## src/hdl/port_change_pkg.sv

```systemverilog
// Constants for the 8-bit port with change detection and interrupt control.
// Assumes a 32-bit AXI4-Lite register bus, one byte register per word.
package port_change_pkg;

  // Bus geometry
  localparam int ADDR_W = 12;
  localparam int DATA_W = 32;

  // Register indexes; byte address is four times the index
  localparam logic [9:0] IDX_CTRL_BANK0 = 10'h00B;
  localparam logic [9:0] IDX_CTRL_BANK1 = 10'h08B;
  localparam logic [9:0] IDX_CTRL_BANK2 = 10'h10B;
  localparam logic [9:0] IDX_CTRL_BANK3 = 10'h18B;
  localparam logic [9:0] IDX_PORT_DATA = 10'h006;
  localparam logic [9:0] IDX_PORT_DIR = 10'h086;
  localparam logic [9:0] IDX_OPTION = 10'h081;

  // interrupt_control bit positions
  localparam int GLOBAL_EN_BIT = 7;
  localparam int PERIPH_EN_BIT = 6;
  localparam int TIMER_EN_BIT = 5;
  localparam int EXT_EN_BIT = 4;
  localparam int CHANGE_EN_BIT = 3;
  localparam int TIMER_FLAG_BIT = 2;
  localparam int EXT_FLAG_BIT = 1;
  localparam int CHANGE_FLAG_BIT = 0;

  // option bit positions
  localparam int PULLUP_OFF_BIT = 7;
  localparam int EDGE_RISE_BIT = 6;

  // Values after reset
  localparam logic [7:0] CTRL_RESET = 8'h00;
  localparam logic [7:0] DIR_RESET = 8'hFF;
  localparam logic [7:0] LATCH_RESET = 8'h00;
  localparam logic [7:0] OPTION_RESET = 8'hFF;

  // Change detection covers the upper four pins
  localparam int CHG_LO = 4;
  localparam int CHG_W = 4;

  // AXI response codes
  localparam logic [1:0] RESP_OKAY = 2'h0;
  localparam logic [1:0] RESP_SLVERR = 2'h2;

  // Register selector
  typedef enum logic [2:0] {
    SEL_NONE = 3'b000,
    SEL_CTRL = 3'b001,
    SEL_DATA = 3'b010,
    SEL_DIR = 3'b011,
    SEL_OPT = 3'b100
  } reg_sel_t;

endpackage

```

## src/hdl/change_if.sv

```systemverilog
// Carrier between the port block and its change detector.
// Assumes both ends run on the same clock.
`timescale 1ns/1ns
interface change_if;
  logic [3:0] pins;
  logic [3:0] input_mask;
  logic refresh;
  logic mismatch;

  modport detector (input pins, input input_mask, input refresh, output mismatch);
  modport port (output pins, output input_mask, output refresh, input mismatch);
endinterface

```

## src/hdl/change_detect.sv

```systemverilog
// Mismatch detector for the upper four pins.
// Assumes pins are synchronous to aclk; refresh marks a port access.
`timescale 1ns/1ns
module change_detect
  import port_change_pkg::*;
(
  // Clock and reset
  input wire logic aclk,
  input wire logic aresetn,
  // Link to the port block
  change_if.detector cif
);

  logic [CHG_W-1:0] snap_reg;
  logic primed_reg;
  logic mismatch_reg;

  assign cif.mismatch = mismatch_reg;

  // Load the copy once after reset so stale levels raise nothing
  always_ff @(posedge aclk) begin
    if (!aresetn) begin
      primed_reg <= 1'b0;
    end else begin
      primed_reg <= 1'b1;
    end
  end

  // Copy of pin levels taken at every port access
  always_ff @(posedge aclk) begin
    if (!aresetn) begin
      snap_reg <= 4'h0;
    end else if (cif.refresh || !primed_reg) begin
      snap_reg <= cif.pins;
    end
  end

  // A change landing on the access cycle is absorbed, not flagged
  always_ff @(posedge aclk) begin
    if (!aresetn) begin
      mismatch_reg <= 1'b0;
    end else if (cif.refresh || !primed_reg) begin
      mismatch_reg <= 1'b0;
    end else begin
      mismatch_reg <= |((cif.pins ^ snap_reg) & cif.input_mask);
    end
  end

endmodule // change_detect

```

## src/hdl/port_change_irq_port.sv

```systemverilog
// 8-bit bidirectional port with weak pull-ups, change detection and interrupt control.
// Assumes an AXI4-Lite master on aclk and pin inputs already synchronous to aclk.
//
// Operation
// - Interrupt control register is read/write and appears at all mirrored addresses.
// - Flags set on their events regardless of own or global enable.
// - Bit 7 is the global enable; cleared blocks every interrupt request.
// - Bit 4 enables the external pin interrupt; its flag sets anyway.
// - Bit 3 enables the port change interrupt.
// - Direction one floats the pin; zero drives the output latch.
// - An enabled alternate function owns the pin, ignoring direction.
// - Port reads return pin levels; port writes update only the latch.
// - Port writes are read-modify-write: pins sampled, modified, stored.
// - One active-low option bit turns on all eight pull-ups.
// - A pin set as output has its pull-up switched off.
// - Reset leaves all pull-ups disabled.
// - Only upper four pins, and only inputs, join change detection.
// - Inputs compare with a copy taken at the last port access.
// - Mismatches are ORed to set the port change flag at bit 0.
// - A port change interrupt can wake the device from sleep.
// - Any port read or write refreshes the copy, ending the mismatch.
// - A lasting mismatch keeps setting the flag; software accesses port first.
// - A change during the access cycle may be absorbed unflagged.
//
// The implementer's own choice: the AXI4-Lite register port.
`timescale 1ns/1ns
module port_change_irq_port
  import port_change_pkg::*;
(
  // Clock and reset
  input wire logic aclk,
  input wire logic aresetn,
  // AXI4-Lite write address
  input wire logic [ADDR_W-1:0] s_axi_awaddr,
  input wire logic [2:0] s_axi_awprot,
  input wire logic s_axi_awvalid,
  output logic s_axi_awready,
  // AXI4-Lite write data
  input wire logic [DATA_W-1:0] s_axi_wdata,
  input wire logic [3:0] s_axi_wstrb,
  input wire logic s_axi_wvalid,
  output logic s_axi_wready,
  // AXI4-Lite write response
  output logic [1:0] s_axi_bresp,
  output logic s_axi_bvalid,
  input wire logic s_axi_bready,
  // AXI4-Lite read address
  input wire logic [ADDR_W-1:0] s_axi_araddr,
  input wire logic [2:0] s_axi_arprot,
  input wire logic s_axi_arvalid,
  output logic s_axi_arready,
  // AXI4-Lite read data
  output logic [DATA_W-1:0] s_axi_rdata,
  output logic [1:0] s_axi_rresp,
  output logic s_axi_rvalid,
  input wire logic s_axi_rready,
  // Port pins
  input wire logic [7:0] pin_in,
  output logic [7:0] pin_out,
  output logic [7:0] pin_oe,
  output logic [7:0] pullup_en,
  // Alternate functions
  input wire logic [7:0] alt_enable,
  input wire logic [7:0] alt_out,
  input wire logic [7:0] alt_oe,
  // Event sources and core side
  input wire logic timer_overflow,
  input wire logic periph_irq_pending,
  output logic irq_out,
  output logic wake_out
);

  // Map a byte address onto a register; bits [1:0] are ignored
  function automatic reg_sel_t decode(input logic [ADDR_W-1:0] addr);
    logic [9:0] idx;
    idx = addr[ADDR_W-1:2];
    if (idx == IDX_CTRL_BANK0 || idx == IDX_CTRL_BANK1 ||
        idx == IDX_CTRL_BANK2 || idx == IDX_CTRL_BANK3) begin
      return SEL_CTRL;
    end else if (idx == IDX_PORT_DATA) begin
      return SEL_DATA;
    end else if (idx == IDX_PORT_DIR) begin
      return SEL_DIR;
    end else if (idx == IDX_OPTION) begin
      return SEL_OPT;
    end else begin
      return SEL_NONE;
    end
  endfunction

  // Registers
  logic [7:0] ctrl_reg;
  logic [7:0] latch_reg;
  logic [7:0] dir_reg;
  logic [7:0] option_reg;

  // Bus state
  logic aw_full_reg;
  logic w_full_reg;
  logic [ADDR_W-1:0] awaddr_reg;
  logic [7:0] wdata_reg;
  logic wstrb0_reg;
  logic awready_reg;
  logic wready_reg;
  logic bvalid_reg;
  logic [1:0] bresp_reg;
  logic arready_reg;
  logic rvalid_reg;
  logic [1:0] rresp_reg;
  logic [7:0] rdata_reg;

  // Pin and event state
  logic [7:0] pin_out_reg;
  logic [7:0] pin_oe_reg;
  logic [7:0] pullup_reg;
  logic ext_prev_reg;
  logic primed_reg;
  logic irq_reg;
  logic wake_reg;

  // Decoded strobes
  logic wr_fire;
  logic rd_fire;
  reg_sel_t wr_sel;
  reg_sel_t rd_sel;
  logic wr_ctrl;
  logic port_access;
  logic ext_event;
  logic [7:0] ctrl_next;

  change_if cif ();

  change_detect u_detect (
    .aclk(aclk),
    .aresetn(aresetn),
    .cif(cif)
  );

  // Output ports straight from flops
  assign s_axi_awready = awready_reg;
  assign s_axi_wready = wready_reg;
  assign s_axi_bvalid = bvalid_reg;
  assign s_axi_bresp = bresp_reg;
  assign s_axi_arready = arready_reg;
  assign s_axi_rvalid = rvalid_reg;
  assign s_axi_rresp = rresp_reg;
  assign s_axi_rdata = {24'h000000, rdata_reg};
  assign pin_out = pin_out_reg;
  assign pin_oe = pin_oe_reg;
  assign pullup_en = pullup_reg;
  assign irq_out = irq_reg;
  assign wake_out = wake_reg;

  // Write commits once both halves are held
  assign wr_fire = aw_full_reg && w_full_reg && !bvalid_reg;
  assign rd_fire = s_axi_arvalid && arready_reg;
  assign wr_sel = decode(awaddr_reg);
  assign rd_sel = decode(s_axi_araddr);
  assign wr_ctrl = wr_fire && wstrb0_reg && (wr_sel == SEL_CTRL);
  // Every read or write of the port data refreshes the comparison copy
  assign port_access = (wr_fire && wr_sel == SEL_DATA) ||
                       (rd_fire && rd_sel == SEL_DATA);

  // Detector link: inputs among the upper pins only
  assign cif.pins = pin_in[CHG_LO +: CHG_W];
  assign cif.input_mask = dir_reg[CHG_LO +: CHG_W] &
                          ~alt_enable[CHG_LO +: CHG_W];
  assign cif.refresh = port_access;

  // Write address channel; held until the response is taken
  always_ff @(posedge aclk) begin
    if (!aresetn) begin
      aw_full_reg <= 1'b0;
      awready_reg <= 1'b1;
      awaddr_reg <= 12'h000;
    end else if (s_axi_awvalid && awready_reg) begin
      aw_full_reg <= 1'b1;
      awready_reg <= 1'b0;
      awaddr_reg <= s_axi_awaddr;
    end else if (bvalid_reg && s_axi_bready) begin
      aw_full_reg <= 1'b0;
      awready_reg <= 1'b1;
    end
  end

  // Write data channel; only lane 0 carries register bits
  always_ff @(posedge aclk) begin
    if (!aresetn) begin
      w_full_reg <= 1'b0;
      wready_reg <= 1'b1;
      wdata_reg <= 8'h00;
      wstrb0_reg <= 1'b0;
    end else if (s_axi_wvalid && wready_reg) begin
      w_full_reg <= 1'b1;
      wready_reg <= 1'b0;
      wdata_reg <= s_axi_wdata[7:0];
      wstrb0_reg <= s_axi_wstrb[0];
    end else if (bvalid_reg && s_axi_bready) begin
      w_full_reg <= 1'b0;
      wready_reg <= 1'b1;
    end
  end

  // Write response; unmapped addresses answer SLVERR
  always_ff @(posedge aclk) begin
    if (!aresetn) begin
      bvalid_reg <= 1'b0;
      bresp_reg <= RESP_OKAY;
    end else if (wr_fire) begin
      bvalid_reg <= 1'b1;
      bresp_reg <= (wr_sel == SEL_NONE) ? RESP_SLVERR : RESP_OKAY;
    end else if (s_axi_bready) begin
      bvalid_reg <= 1'b0;
    end
  end

  // Read channel; one read in flight, data one edge after the address
  always_ff @(posedge aclk) begin
    if (!aresetn) begin
      arready_reg <= 1'b1;
      rvalid_reg <= 1'b0;
      rresp_reg <= RESP_OKAY;
      rdata_reg <= 8'h00;
    end else if (rd_fire) begin
      arready_reg <= 1'b0;
      rvalid_reg <= 1'b1;
      rresp_reg <= (rd_sel == SEL_NONE) ? RESP_SLVERR : RESP_OKAY;
      case (rd_sel)
        SEL_CTRL: rdata_reg <= ctrl_reg;
        SEL_DATA: rdata_reg <= pin_in;
        SEL_DIR: rdata_reg <= dir_reg;
        SEL_OPT: rdata_reg <= option_reg;
        default: rdata_reg <= 8'h00;
      endcase
    end else if (rvalid_reg && s_axi_rready) begin
      arready_reg <= 1'b1;
      rvalid_reg <= 1'b0;
    end
  end

  // Output latch: pins are sampled, then lane 0 modifies them
  always_ff @(posedge aclk) begin
    if (!aresetn) begin
      latch_reg <= LATCH_RESET;
    end else if (wr_fire && wr_sel == SEL_DATA) begin
      latch_reg <= wstrb0_reg ? wdata_reg : pin_in;
    end
  end

  // Direction register; all inputs after reset
  always_ff @(posedge aclk) begin
    if (!aresetn) begin
      dir_reg <= DIR_RESET;
    end else if (wr_fire && wstrb0_reg && wr_sel == SEL_DIR) begin
      dir_reg <= wdata_reg;
    end
  end

  // Option register; pull-up-off bit resets high so pull-ups start off
  always_ff @(posedge aclk) begin
    if (!aresetn) begin
      option_reg <= OPTION_RESET;
    end else if (wr_fire && wstrb0_reg && wr_sel == SEL_OPT) begin
      option_reg <= wdata_reg;
    end
  end

  // Hold off edge detection for one cycle after reset
  always_ff @(posedge aclk) begin
    if (!aresetn) begin
      primed_reg <= 1'b0;
    end else begin
      primed_reg <= 1'b1;
    end
  end

  // External pin edge, polarity from the option register
  always_ff @(posedge aclk) begin
    if (!aresetn) begin
      ext_prev_reg <= 1'b0;
    end else begin
      ext_prev_reg <= pin_in[0];
    end
  end

  assign ext_event = primed_reg && (option_reg[EDGE_RISE_BIT] ?
                     (pin_in[0] && !ext_prev_reg) : (!pin_in[0] && ext_prev_reg));

  // Flags: software write first, then hardware sets win over a clear
  always_comb begin
    ctrl_next = wr_ctrl ? wdata_reg : ctrl_reg;
    if (timer_overflow) begin
      ctrl_next[TIMER_FLAG_BIT] = 1'b1;
    end
    if (ext_event) begin
      ctrl_next[EXT_FLAG_BIT] = 1'b1;
    end
    // A lasting mismatch re-sets the flag every cycle until the port is accessed
    if (cif.mismatch) begin
      ctrl_next[CHANGE_FLAG_BIT] = 1'b1;
    end
  end

  // Interrupt control register
  always_ff @(posedge aclk) begin
    if (!aresetn) begin
      ctrl_reg <= CTRL_RESET;
    end else begin
      ctrl_reg <= ctrl_next;
    end
  end

  // Request to the core, one cycle behind the flags
  always_ff @(posedge aclk) begin
    if (!aresetn) begin
      irq_reg <= 1'b0;
    end else begin
      irq_reg <= ctrl_reg[GLOBAL_EN_BIT] && (
        (ctrl_reg[TIMER_EN_BIT] && ctrl_reg[TIMER_FLAG_BIT]) ||
        (ctrl_reg[EXT_EN_BIT] && ctrl_reg[EXT_FLAG_BIT]) ||
        (ctrl_reg[CHANGE_EN_BIT] && ctrl_reg[CHANGE_FLAG_BIT]) ||
        (ctrl_reg[PERIPH_EN_BIT] && periph_irq_pending));
    end
  end

  // Wake ignores the global enable so sleep ends even with interrupts off
  always_ff @(posedge aclk) begin
    if (!aresetn) begin
      wake_reg <= 1'b0;
    end else begin
      wake_reg <= (ctrl_reg[CHANGE_EN_BIT] && ctrl_reg[CHANGE_FLAG_BIT]) ||
                  (ctrl_reg[EXT_EN_BIT] && ctrl_reg[EXT_FLAG_BIT]);
    end
  end

  // Per-pin driver, enable and pull-up
  generate
    for (genvar i = 0; i < 8; i++) begin : g_pin
      always_ff @(posedge aclk) begin
        if (!aresetn) begin
          pin_out_reg[i] <= 1'b0;
          pin_oe_reg[i] <= 1'b0;
          pullup_reg[i] <= 1'b0;
        end else begin
          pin_out_reg[i] <= alt_enable[i] ? alt_out[i] : latch_reg[i];
          pin_oe_reg[i] <= alt_enable[i] ? alt_oe[i] : !dir_reg[i];
          // Driven pins never pull up, whatever the global bit says
          pullup_reg[i] <= !option_reg[PULLUP_OFF_BIT] &&
                           !(alt_enable[i] ? alt_oe[i] : !dir_reg[i]);
        end
      end
    end
  endgenerate

endmodule // port_change_irq_port

```

## config.mk

```make
export PLATFORM = sky130hd
export DESIGN_NAME = port_change_irq_port
export DESIGN_NICKNAME = d
export VERILOG_FILES = /design/src/hdl/port_change_pkg.sv /design/src/hdl/change_if.sv /design/src/hdl/change_detect.sv /design/src/hdl/port_change_irq_port.sv
export SDC_FILE = /design/constraint.sdc
export NUM_CORES = 1
export LEC_CHECK = 0
export BUFFER_PORTS_ARGS = -buffer_cell sky130_fd_sc_hd__buf_2
export CORE_ASPECT_RATIO = 1.75
export CORE_MARGIN = 2
export CORE_UTILIZATION = 52
export CTS_CLUSTER_SIZE = 10
export DETAILED_ROUTE_END_ITERATION = 16
export PLACE_DENSITY = 0.85
export SYNTH_ARGS = -nofsm -noshare
export SYNTH_HDL_FRONTEND = slang
export SYNTH_SLANG_ARGS = --single-unit
export TNS_END_PERCENT = 20
```

## constraint.sdc

```tcl
create_clock -name aclk -period 2.8 [get_ports aclk]
set_clock_uncertainty 0.05 [all_clocks]
set_input_delay 0.14 -clock aclk [delete_from_list [all_inputs] [get_ports aclk]]
set_output_delay 0.14 -clock aclk [all_outputs]
set_load 0.03 [all_outputs]
```

==> impl_metrics.yaml <==
synthesis:
  synth_seq_area_share: 0.464
  syn_inst: 449
  synthAdderAreaFrac: 0
  ys_top_cells_by_area: "dfxtp_1 46%, mux2i_1 11%, nand2_1 7.3%"
  netlist_area_um2: 4360
  ys.flop_type: "dfxtp_1"
  synth_seq_cells: 101
  avgSynthCellArea_um2: 9.71
  async_flop_share: 0
  synth_common_cells: "101 x dfxtp_1, 85 x nand2_1, 50 x mux2i_1"
  synth_cell_type_count: 46
  synth-edff-count: 0
  synth.area.mux_share: 0.122
  netlist.area_leader.share: 0.464
  synth_top_family_by_area: "simple AND/OR/NAND/NOR gates"
  yosys.area_share.xor_xnor: 0.00803
  synth_area_leader_cell: "dfxtp_1"
  synth-compound-area-share: 0.140
  yosysWarnings: 0
  synth.most_common_cell: "dfxtp_1"
  synthSimpleGateAreaFrac: 0.193
floorplan:
  die_w_um: 73.2
  die_area_um2: 9160
  coreArea_um2: 8200
  ios: 174
  rows: 44
  start_util: 0.532
  die_h_um: 125
timing:
  timing.fmax_mhz: 549
  post-route-min-period_ps: 1820
  final.period_utilization: 0.650
  setup_violations: 0
  rsz0062_at_grt: "false"
  hold_viol: 0
  fin_setup_tns_ps: 0
  maxSlewHeadroom: 0.537
  worst_slew_pin_slew_ps: 693
  slew_viol_final: 0
  holdWs_ps: 0.251
routing:
  route.detailed.drc: 0
  first_iter_violations: 255
  final_antenna_net_count: 0
  routed_wl_mm: 10.3
  viasPerCell: 5.35
  routedWlPerCell_um: 15.6
  num_vias: 3528
  first_pass_iters: 5
global_routing:
  grt_use_met1: 0.238
  grt_overflow_total: 0
  grtUsageTotal: 0.231
  grt_use_met2: 0.415
  busiest_layer: "met2"
  grt_start_max_net_pins: 42
  antenna_found_initial: 0
  use_met3: 0.0620
  grt_pass1_wl_mm: 16.1
  grt_pass1_vias: 3445
layout:
  largest_reg_flops: 10
  final_cells: 659
  n_antenna_cell: 0
  nets: 669
  drive_above_1_share: 0.249
  final_area_um2: 5280
  area_growth_pct: 21.2
worst_setup_path:
  rr_worst_depth: 4
  r2r-start: "awaddr_reg[6]"
  cp_slowest_cell: "and4_2"
  reg2reg_slack_ps: 980
  crit_required_ps: 2970
  slowest_delay_ps: 530
  crit_path_cell_trace: "nor4_4 > and4_2 > mux2i_1 > nand2_1"
  worstPathArrival_ps: 1990
  r2r-end: "option_reg[1]"
  critPathLaunchType: "flop"
  end_kind: "flop"
  cp_max_fo: 8
  path_class: "reg2reg"
power:
  power_w: 0.00314
  cellPowerDensity_nw_per_um2: 595
  irDropWorstVdd_v: 0.000422
  leakage_nw: 2.45
place:
  io_buffers: 110
  dpl_cell_area_um2: 4830
  gp_congestion: 0.866
  dp.cells: 629
  hpwl_mm: 7.39
cts:
  clkLatencyLatePin_ps: 350
  cts_setup_buffers: 0
  clkSlewWorstSetupHoldPaths_ps: 70
  tritoncts: "yes"
  clock_sink_count: 101
  root_buffer: "clkbuf_16"
  clockBufferDepth: 2
  cts_buffers: 9
  cts_htree_levels: 3
hold_path:
  min-delay-start: "alt_out[1]"
  hold_path.class: "in2reg"
  worst_hold_path.endpoint: "pin_out[1]"
  min_delay_path_depth: 3
run_status:
  status: "finished, final reports clean"
job:
  maxCapViolations: 0
## where the power goes
group          switching, W  internal [W]
registers         0.0000374       0.00148
logic              0.000214      0.000133
clock network      0.000513      0.000764
total              0.000764       0.00238
## stage by stage
stage,worst slack (ps),util
4_1_cts,962,0.644
5_1_grt,835,0.644
3_5_place_dp,965,0.589
6_report,979,0.644
3_3_place_gp,950,0.589
2_1_floorplan,1050,-
## worst max-delay path by stage
| stage | cells after the start | slack (ps) | end | startpoint |
|---|---|---|---|---|
| after floorplan | 6 | 1050 | latch_reg[0] | s_axi_bvalid |
| after global placement | 5 | 950 | rdata_reg[7] | s_axi_araddr[9] |
| after detailed placement | 5 | 960 | u_detect.cif.mismatch | s_axi_araddr[11] |
| after CTS | 4 | 960 | option_reg[1] | awaddr_reg[6] |
| after global routing | 4 | 830 | dir_reg[6] | awaddr_reg[6] |
| final | 4 | 980 | option_reg[1] | awaddr_reg[6] |
## layer usage
metal  routed length, um  part of all wire
met2                5610              0.55
met1                3920              0.38
met3                 444             0.043
met4                 280             0.027
met5                   0                 0
## placed cells by master, fill, tap and decap left out, types with 9 or more instances in the layout
cell type and count:
o21ai_0 13, clkbuf_16 9, buf_2 110, conb_1 26, mux2i_1 50, dlygate4sd3_1 14, a21boi_0 21, nand2_1 85
dfxtp_1 101, nor2b_1 20, and2_1 13, nor2_1 10
## critical path, delay by kind of cell, from the launching register on
family	cells	cell delay, ps
and+or+nand+nor	3	1060
muxes	1	240
DFF	1	340
## layout make-up
class	instances	area, um2
clock buffers	13	270
repair buffers	127	713
inverters	1	3.75
clock inverters	3	42.5
fillers	681	2920
well taps	92	115
multi-input cells	322	2120
flip-flops and latches	101	2020
## cell families after synthesis
family / Yosys count
multiplexers: 52
AO/OA/AOI/OAI: 84
flip-flops: 101
buffers and inverters: 51
XOR/XNOR: 4
other: 1
AND/OR/NAND/NOR: 156
## what timing repair did
action                                 CTS  global route
hold buffers                            14             0
resized for setup                        0             0
endpoints found under the hold margin   14             0
Note: power is estimated with default switching activity, not from simulation.
